### src/i2sf_pkg.sv
// Constants for the I2C status flag block
// Overview of operation
// Status bit 15 shows last acknowledge level
// Acknowledge bit updates only at acknowledge end
// Transmit bit high through eight bits plus acknowledge
// Set at transmit start, clear after acknowledge
// Status bits 13 to 11 read zero
// Collision flag bit 10, software clears with zero
// Set collision flag on master bus collision
// Transmit write while busy sets write collision
// Byte arriving on full buffer sets overflow
// Status reads have no side effect
`default_nettype none
package i2sf_pkg;
   localparam int          ADDR_W        = 3;
   localparam int          DATA_W        = 16;
   localparam int          BYTE_W        = 8;
   localparam int          IRQ_W         = 5;
   localparam int          CNT_W         = 4;
   // Register offsets
   localparam logic [2:0]  OFF_STATUS    = 3'h0;
   localparam logic [2:0]  OFF_CTRL      = 3'h1;
   localparam logic [2:0]  OFF_TX_BUF    = 3'h2;
   localparam logic [2:0]  OFF_RX_BUF    = 3'h3;
   localparam logic [2:0]  OFF_IRQ_STAT  = 3'h4;
   localparam logic [2:0]  OFF_IRQ_MASK  = 3'h5;
   // Status word fields
   localparam int          ST_ACK        = 15;
   localparam int          ST_TX         = 14;
   localparam int          ST_BCL        = 10;
   localparam int          ST_WCOL       = 7;
   localparam int          ST_OVF        = 6;
   localparam int          ST_RBF        = 1;
   localparam int          ST_TBF        = 0;
   localparam logic [15:0] STATUS_RESET  = 16'h0000;
   // Control fields
   localparam int          CT_RX_EN      = 0;
   // Interrupt bits
   localparam int          IRQ_TX_DONE   = 0;
   localparam int          IRQ_COLL      = 1;
   localparam int          IRQ_WCOL      = 2;
   localparam int          IRQ_OVF       = 3;
   localparam int          IRQ_RX_RDY    = 4;
   // Bit index of the acknowledge slot
   localparam logic [3:0]  ACK_SLOT      = 4'h8;
   localparam logic [3:0]  LAST_DATA_BIT = 4'h7;
   typedef enum logic [1:0] {MODE_IDLE, MODE_TX, MODE_RX} i2sf_mode_t;
endpackage : i2sf_pkg
`default_nettype wire

### src/i2sf_sync.sv
// Two-flop synchroniser with edge detection
`default_nettype none
module i2sf_sync
(
   input  wire logic sys_clk,  // System clock
   input  wire logic nrst,     // Sync reset, active low
   input  wire logic async_in, // Pin from outside domain
   output logic      level,    // Synchronised level
   output logic      rise,     // One-cycle rising pulse
   output logic      fall      // One-cycle falling pulse
);
   logic [2:0] sh_q;
   logic [2:0] sh_d;

   always_comb
   begin
      sh_d = {sh_q[1:0], async_in};
   end

   always_ff @(posedge sys_clk)
   begin
      if (!nrst)
         sh_q <= 3'h7;
      else
         sh_q <= sh_d;
   end

   // Only stages 1 and 2 feed logic
   assign level = sh_q[1];
   assign rise  = sh_q[1] & ~sh_q[2];
   assign fall  = ~sh_q[1] & sh_q[2];
endmodule : i2sf_sync
`default_nettype wire

### src/i2sf_status.sv
// I2C status flags with byte shifter and register port
`default_nettype none
module i2sf_status
   import i2sf_pkg::*;
(
   input  wire logic              sys_clk, // 10 MHz clock
   input  wire logic              nrst,    // Sync reset, active low
   input  wire logic [ADDR_W-1:0] addr,    // Register address
   input  wire logic [DATA_W-1:0] wdata,   // Write data
   input  wire logic              wr,      // Write strobe
   input  wire logic              rd,      // Read strobe
   output logic      [DATA_W-1:0] rdata,   // Read data, next cycle
   input  wire logic              scl_in,  // Bus clock pin
   input  wire logic              sda_in,  // Bus data pin
   output logic                   sda_out, // Data drive level
   output logic                   sda_oe,  // Data pulled low
   output logic                   irq      // Level interrupt
);
   logic scl_rise;
   logic scl_fall;
   logic sda_lvl;

   i2sf_sync u_scl_sync
   (
      .sys_clk  (sys_clk),
      .nrst     (nrst),
      .async_in (scl_in),
      .level    (),
      .rise     (scl_rise),
      .fall     (scl_fall)
   );

   i2sf_sync u_sda_sync
   (
      .sys_clk  (sys_clk),
      .nrst     (nrst),
      .async_in (sda_in),
      .level    (sda_lvl),
      .rise     (),
      .fall     ()
   );

   i2sf_mode_t        mode_q,      mode_d;
   logic [CNT_W-1:0]  cnt_q,       cnt_d;
   logic [BYTE_W-1:0] shift_q,     shift_d;
   logic [BYTE_W-1:0] tx_buf_q,    tx_buf_d;
   logic [BYTE_W-1:0] rx_buf_q,    rx_buf_d;
   logic              ack_samp_q,  ack_samp_d;
   logic              ack_q,       ack_d;
   logic              bcl_q,       bcl_d;
   logic              wcol_q,      wcol_d;
   logic              ovf_q,       ovf_d;
   logic              rbf_q,       rbf_d;
   logic              rx_en_q,     rx_en_d;
   logic              oe_q,        oe_d;
   logic [IRQ_W-1:0]  irq_stat_q,  irq_stat_d;
   logic [IRQ_W-1:0]  irq_mask_q,  irq_mask_d;
   logic [DATA_W-1:0] rdata_q,     rdata_d;
   logic [DATA_W-1:0] status_w;
   logic [IRQ_W-1:0]  ev;
   logic              wr_st;
   logic              wr_tx;
   logic              tx_ok;
   logic              ev_coll;
   logic              ev_done;
   logic              ev_wcol;
   logic              ev_ovf;
   logic              ev_rdy;
   logic              ack_close;

   assign wr_st = wr && (addr == OFF_STATUS);
   assign wr_tx = wr && (addr == OFF_TX_BUF);
   assign tx_ok = wr_tx && (mode_q == MODE_IDLE);
   assign ack_close = (mode_q == MODE_TX) && (cnt_q == ACK_SLOT) && scl_fall;

   always_comb
   begin
      status_w          = STATUS_RESET;
      status_w[ST_ACK]  = ack_q;
      status_w[ST_TX]   = (mode_q == MODE_TX);
      status_w[ST_BCL]  = bcl_q;
      status_w[ST_WCOL] = wcol_q;
      status_w[ST_OVF]  = ovf_q;
      status_w[ST_RBF]  = rbf_q;
      status_w[ST_TBF]  = (mode_q == MODE_TX);
   end

   // Byte engine
   always_comb
   begin
      mode_d     = mode_q;
      cnt_d      = cnt_q;
      shift_d    = shift_q;
      ack_samp_d = ack_samp_q;
      ack_d      = ack_q;
      rx_buf_d   = rx_buf_q;
      ev_coll    = 1'b0;
      ev_done    = 1'b0;
      ev_ovf     = 1'b0;
      ev_rdy     = 1'b0;
      case (mode_q)
         MODE_IDLE:
         begin
            cnt_d = '0;
            if (tx_ok)
            begin
               mode_d  = MODE_TX;
               shift_d = wdata[BYTE_W-1:0];
            end
            else if (rx_en_q)
               mode_d = MODE_RX;
         end
         MODE_TX:
         begin
            if (scl_rise)
            begin
               if (cnt_q == ACK_SLOT)
                  ack_samp_d = sda_lvl;
               else if (shift_q[BYTE_W-1] && !sda_lvl)
               begin
                  ev_coll = 1'b1;
                  mode_d  = MODE_IDLE;
               end
            end
            else if (scl_fall)
            begin
               if (cnt_q == ACK_SLOT)
               begin
                  ack_d   = ack_samp_q;
                  mode_d  = MODE_IDLE;
                  ev_done = 1'b1;
               end
               else
               begin
                  cnt_d   = cnt_q + 4'h1;
                  shift_d = {shift_q[BYTE_W-2:0], 1'b0};
               end
            end
         end
         MODE_RX:
         begin
            if (scl_rise)
            begin
               if (cnt_q == ACK_SLOT)
               begin
                  cnt_d = '0;
                  if (!rx_en_q)
                     mode_d = MODE_IDLE;
               end
               else
               begin
                  cnt_d   = cnt_q + 4'h1;
                  shift_d = {shift_q[BYTE_W-2:0], sda_lvl};
                  if (cnt_q == LAST_DATA_BIT)
                  begin
                     if (rbf_q)
                        ev_ovf = 1'b1;
                     else
                     begin
                        rx_buf_d = {shift_q[BYTE_W-2:0], sda_lvl};
                        ev_rdy   = 1'b1;
                     end
                  end
               end
            end
            else if (!rx_en_q && cnt_q == '0)
               mode_d = MODE_IDLE;
         end
         default:
         begin
            mode_d = MODE_IDLE;
         end
      endcase
      oe_d = (mode_d == MODE_TX) && (cnt_d < ACK_SLOT)
             && !shift_d[BYTE_W-1];
   end

   assign ev_wcol = wr_tx && (mode_q != MODE_IDLE);

   // Register file, hardware set wins over clear
   always_comb
   begin
      tx_buf_d   = tx_ok ? wdata[BYTE_W-1:0] : tx_buf_q;
      rx_en_d    = rx_en_q;
      irq_mask_d = irq_mask_q;
      bcl_d      = bcl_q;
      wcol_d     = wcol_q;
      ovf_d      = ovf_q;
      rbf_d      = rbf_q;
      irq_stat_d = irq_stat_q;
      rdata_d    = '0;
      if (wr && addr == OFF_CTRL)
         rx_en_d = wdata[CT_RX_EN];
      if (wr && addr == OFF_IRQ_MASK)
         irq_mask_d = wdata[IRQ_W-1:0];
      if (wr && addr == OFF_IRQ_STAT)
         irq_stat_d = irq_stat_q & ~wdata[IRQ_W-1:0];
      if (wr_st)
      begin
         bcl_d  = bcl_q & wdata[ST_BCL];
         wcol_d = wcol_q & wdata[ST_WCOL];
         ovf_d  = ovf_q & wdata[ST_OVF];
      end
      if (rd && addr == OFF_RX_BUF)
         rbf_d = 1'b0;
      bcl_d      = bcl_d | ev_coll;
      wcol_d     = wcol_d | ev_wcol;
      ovf_d      = ovf_d | ev_ovf;
      rbf_d      = rbf_d | ev_rdy;
      irq_stat_d = irq_stat_d | ev;
      if (rd)
      begin
         case (addr)
            OFF_STATUS:   rdata_d = status_w;
            OFF_CTRL:     rdata_d[CT_RX_EN] = rx_en_q;
            OFF_TX_BUF:   rdata_d[BYTE_W-1:0] = tx_buf_q;
            OFF_RX_BUF:   rdata_d[BYTE_W-1:0] = rx_buf_q;
            OFF_IRQ_STAT: rdata_d[IRQ_W-1:0] = irq_stat_q;
            OFF_IRQ_MASK: rdata_d[IRQ_W-1:0] = irq_mask_q;
            default:      rdata_d = '0;
         endcase
      end
   end

   always_comb
   begin
      ev              = '0;
      ev[IRQ_TX_DONE] = ev_done;
      ev[IRQ_COLL]    = ev_coll;
      ev[IRQ_WCOL]    = ev_wcol;
      ev[IRQ_OVF]     = ev_ovf;
      ev[IRQ_RX_RDY]  = ev_rdy;
   end

   always_ff @(posedge sys_clk)
   begin
      if (!nrst)
      begin
         mode_q     <= MODE_IDLE;
         cnt_q      <= '0;
         shift_q    <= '0;
         tx_buf_q   <= '0;
         rx_buf_q   <= '0;
         ack_samp_q <= 1'b0;
         ack_q      <= 1'b0;
         bcl_q      <= 1'b0;
         wcol_q     <= 1'b0;
         ovf_q      <= 1'b0;
         rbf_q      <= 1'b0;
         rx_en_q    <= 1'b0;
         oe_q       <= 1'b0;
         irq_stat_q <= '0;
         irq_mask_q <= '0;
         rdata_q    <= '0;
      end
      else
      begin
         mode_q     <= mode_d;
         cnt_q      <= cnt_d;
         shift_q    <= shift_d;
         tx_buf_q   <= tx_buf_d;
         rx_buf_q   <= rx_buf_d;
         ack_samp_q <= ack_samp_d;
         ack_q      <= ack_d;
         bcl_q      <= bcl_d;
         wcol_q     <= wcol_d;
         ovf_q      <= ovf_d;
         rbf_q      <= rbf_d;
         rx_en_q    <= rx_en_d;
         oe_q       <= oe_d;
         irq_stat_q <= irq_stat_d;
         irq_mask_q <= irq_mask_d;
         rdata_q    <= rdata_d;
      end
   end

   assign rdata   = rdata_q;
   assign sda_out = 1'b0;
   assign sda_oe  = oe_q;
   assign irq     = |(irq_stat_q & irq_mask_q);
endmodule : i2sf_status
`default_nettype wire

### config.mk
export PLATFORM = sky130hd
export DESIGN_NAME = i2sf_status
export DESIGN_NICKNAME = d
export VERILOG_FILES = /design/src/i2sf_pkg.sv /design/src/i2sf_sync.sv /design/src/i2sf_status.sv
export SDC_FILE = /design/constraint.sdc
export NUM_CORES = 1
export LEC_CHECK = 0
export ABC_AREA = 1
export BUFFER_PORTS_ARGS = -buffer_cell sky130_fd_sc_hd__clkbuf_2
export CORE_MARGIN = 1.5
export CORE_UTILIZATION = 56
export CTS_BUF_LIST = sky130_fd_sc_hd__clkbuf_16
export DETAILED_ROUTE_END_ITERATION = 12
export PLACE_DENSITY = 0.79
export REMOVE_ABC_BUFFERS = 1
export SYNTH_ARGS = -nofsm -noshare
export SYNTH_HDL_FRONTEND = slang
export SYNTH_SLANG_ARGS = --single-unit
### constraint.sdc
create_clock -name sys_clk -period 1.7 [get_ports sys_clk]
set_input_delay 0.255 -clock sys_clk [delete_from_list [all_inputs] [get_ports sys_clk]]
set_output_delay 0.255 -clock sys_clk [all_outputs]
set_load 0.02 [all_outputs]
# [Word-level counts from Yosys, hierarchy flattened]
# Index checks and enable logic that the tools add are counted.
[op_classes] n_reduce_logical=27 bitwise=18 eq_ne=16 mux=51 n_addsub=1 n_lt_le_gt_ge=1
[op_table] op="2-to-1 mux 8 bit" count=6
[op_table] op="case mux 8 bit (3 select lines)" count=1
[op_table] op="2-to-1 mux 1 bit" count=22
[op_table] op="2-to-1 mux 2 bit" count=11
[op_table] op="2-to-1 mux 4 bit" count=5
[op_table] op="case mux 4 bit (5 select lines)" count=1
[op_table] op="logical AND 1 bit" count=12
[op_table] op="!= test 2 bit, second input constant" count=6
[op_table] op="case mux 4 bit (3 select lines)" count=1
[op_table] op="bitwise AND 5 bit" count=2
[op_table] op="case mux 3 bit (3 select lines)" count=1
[op_table] op="AND reduction 7 bit" count=1
[op_table] op="== test 3 x 2 -> 1 bit, second input constant" count=2
[op_table] op="== test 3 bit, second input constant" count=2
[op_table] op="case mux 1 bit (6 select lines)" count=1
[op_table] op="case mux 2 bit (3 select lines)" count=1
[op_table] op="AND reduction 3 bit" count=2
[op_table] op="bitwise AND 1 bit" count=5
[op_table] op="2-to-1 mux 5 bit" count=1
[op_table] op="NOT 1 bit" count=5
[op_table] op="NOT 5 bit" count=1
[op_table] op="OR 5 bit" count=1
[op_table] op="AND reduction 5 bit" count=1
[op_table] op="OR reduction 5 bit" count=1
[op_table] op="16 further kinds" count=22
[totals] reg_bits=69 elab_cells=134 output_inout_bits=19

# [Longest topological paths before layout]
[depth] depth_word=9 ltp_mapped=9

# [Hierarchy]
# Synthesis repeated with hierarchy kept, for this count alone.
[unflattened] cells_unflattened=374 area_unflattened_um2=2835.2
[modules_own_cells] mod="i2sf_status" cells_each=350 seq_area_each_um2=1181.1 area_each_um2=2647.5 n_inst=1
[modules_own_cells] mod="i2sf_sync" cells_each=12 seq_area_each_um2=60.1 area_each_um2=93.8 n_inst=2

# [Least setup slack after synthesis]
# No wires, ideal clock.
[synth_timing] path_type="flip-flop to flip-flop" start="register cnt_q[0]" end="register ack_q" setup_slack_ns=0.329 arrival_ns=1.251 path_buffers=0 stages_incl_launch_ff=8 cell_sequence="dfxtp_1 -> inv_1 -> ha_1 -> nand3_2 -> nor2_1 -> nand2_1 -> o21ai_0 -> a21oi_1"
[synth_via] elab_chain_len=2
[synth_rtl] item="from (decl)" line="i2sf_status.sv:44" text="logic [CNT_W-1:0] cnt_q, cnt_d;"
[synth_rtl] item="from (signal assigned)" line="i2sf_status.sv:259" text="cnt_q <= cnt_d;"
[synth_rtl] item="== test 4 bit" line="i2sf_status.sv:127" text="if (cnt_q == ACK_SLOT)"
[synth_rtl] item="AND reduction 4 bit (no line)"
[synth_rtl] item="to (signal assigned)" line="i2sf_status.sv:264" text="ack_q <= ack_d;"
[synth_rtl] item="to (decl)" line="i2sf_status.sv:49" text="logic ack_q, ack_d;"
# No other way between the ends.
# A chain may end at the register's enable or synchronous reset.

# [Worst setup path in the final report]
[layout_timing] start="register cnt_q[0]" end="register ovf_q"
[layout_via] elab_chain_len=6
[layout_rtl] item="== test 4 x 3 -> 1 bit" line="i2sf_status.sv:154" text="if (cnt_q == LAST_DATA_BIT)"
[layout_rtl] item="2-to-1 mux 1 bit" line="i2sf_status.sv:154"
[layout_rtl] item="2-to-1 mux 1 bit *" line="i2sf_status.sv:144" text="if (cnt_q == ACK_SLOT)"
[layout_rtl] item="2-to-1 mux 1 bit *" line="i2sf_status.sv:142" text="if (scl_rise)"
[layout_rtl] item="2-to-1 mux 1 bit *" line="i2sf_status.sv:101" text="case (mode_q)"
[layout_rtl] item="OR 1 bit *" line="i2sf_status.sv:208" text="ovf_d = ovf_d | ev_ovf;"
[layout_rtl] item="to (signal assigned)" line="i2sf_status.sv:267" text="ovf_q <= ovf_d;"
[layout_rtl] item="to (decl)" line="i2sf_status.sv:52" text="logic ovf_q, ovf_d;"
# Mark *: on every way between the ends. The rest lies on a longest branch, timed or not.

==> summary.txt <==
Place
  • GP Congestion: 0.9532
  • DP Wirelength: 4.561 mm
  • Worst slack, placed: 0.05532 ns
  • Post-placement cell area: 2999 sq um
  • Number of port buffers: 30

STA
  • Setup TNS: 0 ns
  • Setup-failing EPs final: 0
  • Fin. Hold Viols: 0
  • Min Tclk post-route: 1.586 ns
  • Fin crit share: 93.32%
  • Fmax: 0.6304 GHz
  • Slew Limit Fails: 0
  • Clock skew: 0.005251 ns
  • RSZ-0062 raised after global routing: false
  • Setup ws final: 0.1136 ns

Clock tree
  • Post-CTS Setup Inserts: 0
  • Clock-pin slew of the registers on the worst-case setup and hold paths: 0.05 ns
  • H-tree depth: 3
  • Clk_lat worst skew: 0.33 ns
  • Root Driver: clkbuf_16
  • Clock Path Buffers: 2
  • Num Clock Sinks: 64
  • CTS Buf Count: 9
  • CTS tree: yes
  • Hold buffer count at cts: 0

Die
  • Die Span X: 73.76 um
  • # rows: 25
  • Die Span Y: 73.76 um
  • Core box area: 4786 sq um
  • I/O pins: 44
  • Die area: 5441 sq um
  • Initial core utilization: 58.59%

Pwr
  • P per Cell Area: 1075 nW/um^2
  • Total power: 3554 uW
  • Leak: 0.001398 uW
  • Max IR drop VDD: 0.0005646 V

Worst setup path
  • RR Startpoint: cnt_q[0]$_SDFFE_PN0P_
  • Critical Path AT: 1.84 ns
  • Crit Path Category: reg2reg
  • CP startpoint: cnt_q[0]$_SDFFE_PN0P_
  • FF-to-FF setup slack: 0.11 ns
  • Critical R2R Capture: ovf_q$_SDFF_PN0_
  • WP data required: 1.95 ns
  • Worst-case reg-to-reg path depth: 7
  • Crit-path max FO: 8
  • Critical Path End Type: flop
  • CP Launch Type: flop
  • Worst setup path end: ovf_q$_SDFF_PN0_

Route
  • Iter 0 DRT Violations: 214
  • DRT Wirelength: 6.612 mm
  • Total number of vias: 2543
  • DRC violations left: 0
  • WL per Instance: 13.47 um
  • Vias per cell: 5.179
  • Detail Route Antenna Nets: 0
  • First drt pass iteration count: 5

Synth
  • Synth unique cells: 33
  • Avg Cell Area, Syn: 7.340 sq um
  • Seq cells post-synth: 64
  • Ys Warns: 0
  • Synth Instances: 382
  • Post-Syn Area: 2804 sq um
  • Register area share after synthesis: 45.69%

Finish
  • Fill cells: 413
  • Layout Nets: 446
  • ANT cells: 0
  • Most frequent cells in the layout: 70 x nand2_1, 63 x dfxtp_1, 51 x inv_1
  • Area added between synthesis and finish: 17.89%
  • Share of cells above drive strength 1: 18.87%
  • Most common cell after layout, fill and taps aside: nand2_1
  • Post-Layout Inst Area: 3306 sq um

GRT
  • Initial antenna violation count: 0
  • Largest net degree at the start of global routing: 18
  • First-pass GRT wire length: 10.50 mm
  • Vias in the first global route: 2286
  • GRT Resource Usage Total: 26.07%
  • Remaining Overflow, GRT: 0

Run
  • Max_cap viols: 0

Hold path
  • Hold_sp: scl_in
  • Tightest Hold Check Type: in2reg

Run status
  • Status: finished, final reports clean
==> cell families (layout without fill, tap and decap cells) <==
logic type / after synthesis / in the layout / share of synthesized area [%]
AND/OR/NAND/NOR: 155 / 155 / 25.03
AO/OA/AOI/OAI: 90 / 90 / 17.36
buffers and inverters: 70 / 107 / 10.89
other: 1 / 6 / 0.1337
flip-flops: 64 / 64 / 45.69
adder cells (fa/ha/maj): 2 / 2 / 0.8923
==> critical path: stages (launching register included) <==
cell and delay [ns]:
dfxtp_1 0.40, inv_1 0.09, ha_1 0.25, nand3_4 0.14, inv_1 0.09, nor2_1 0.15, nand4_1 0.19, a21oi_1 0.19
==> Yosys cell counts, drive strengths merged <==
cell	instances	area share [%]
a21oi	52	9.8
a221oi	1	0.31
a22oi	2	0.54
a31oi	1	0.22
a41oi	1	0.31
buf	10	2.9
clkbuf	4	0.54
clkinv	1	0.13
conb	1	0.13
dfxtp	64	46
ha	2	0.89
inv	55	7.4
nand2	76	11
nand3	17	3.2
nand4	6	1.9
nor2	49	7.6
nor3	3	0.71
o211ai	2	0.54
o21ai	29	5.2
o22ai	2	0.45
or2	4	0.89
==> state kept, by name, summed over array words and instances (netlist names) <==
| signal | flops |
|---|---|
| sda_oe | 1 |
| ovf_q | 1 |
| rdata | 11 |
| irq_mask_q | 5 |
| ack_q | 1 |
| mode_q | 2 |
| shift_q | 8 |
| tx_buf_q | 8 |
| u_sda_sync.sh_q | 2 |
| rx_buf_q | 8 |
| rbf_q | 1 |
| wcol_q | 1 |
| ack_samp_q | 1 |
| cnt_q | 4 |
| bcl_q | 1 |
| u_scl_sync.sh_q | 3 |
| rx_en_q | 1 |
| irq_stat_q | 5 |
==> stage by stage <==
step | std cells | hold WS (ns) | utilization (%)
final | 491 | 0.1117 | 69.07
after CTS | 491 | 0.1114 | 68.71
after global routing | 491 | 0.1292 | 69.07
after detailed placement | 475 | 0.4028 | 62.67
after global placement | 475 | 0.3950 | 62.67
after floorplan | 373 | 0.3247 | -
==> per-layer routing <==
layer / vias to the layer above / track usage (%) / part of all wire [%]
li1: 1296 / - / -
met1: 1132 / 34.30 / 47
met2: 99 / 40.64 / 45
met3: 16 / 4.252 / 5.5
met4: 0 / 14.20 / 2.6
met5: - / 0 / 0
==> power breakdown <==
group          internal [uW]  total, uW  leakage (uW)  switching (uW)
registers               1530       1550      0.000518            20.1
clock network           1120       1760      0.000144             643
logic                   73.5        244      0.000736             170
total                   2720       3550       0.00140             833
==> what timing repair did <==
action	in CTS	in global routing
resized for setup	0	4
endpoints found under the setup margin	0	8
endpoints found under the hold margin	0	0
==> worst min-delay path by stage <==
stage,endpoint,slack (ns),cells past startpoint
2_1_floorplan,u_scl_sync.sh_q[2]$_SDFF_PN1_,0.32,1
3_3_place_gp,u_sda_sync.sh_q[1]$_SDFF_PN1_,0.40,1
3_5_place_dp,u_sda_sync.sh_q[1]$_SDFF_PN1_,0.40,1
4_1_cts,u_scl_sync.sh_q[0]$_SDFF_PN1_,0.11,2
5_1_grt,u_sda_sync.sh_q[0]$_SDFF_PN1_,0.13,2
6_report,u_scl_sync.sh_q[0]$_SDFF_PN1_,0.11,2
==> layout make-up <==
| class | instances | area (sq um) | share of cell area [%] |
|---|---|---|---|
| clock buffers | 9 | 225.2 | 6.813 |
| clock inverters | 7 | 63.81 | 1.930 |
| inverters | 56 | 210.2 | 6.359 |
| multi-input cells | 253 | 1252 | 37.89 |
| flip-flops and latches | 64 | 1282 | 38.80 |
| well taps | 67 | 83.83 | 2.536 |
| repair buffers | 35 | 187.7 | 5.678 |
Power figures use the tool's default switching activity.
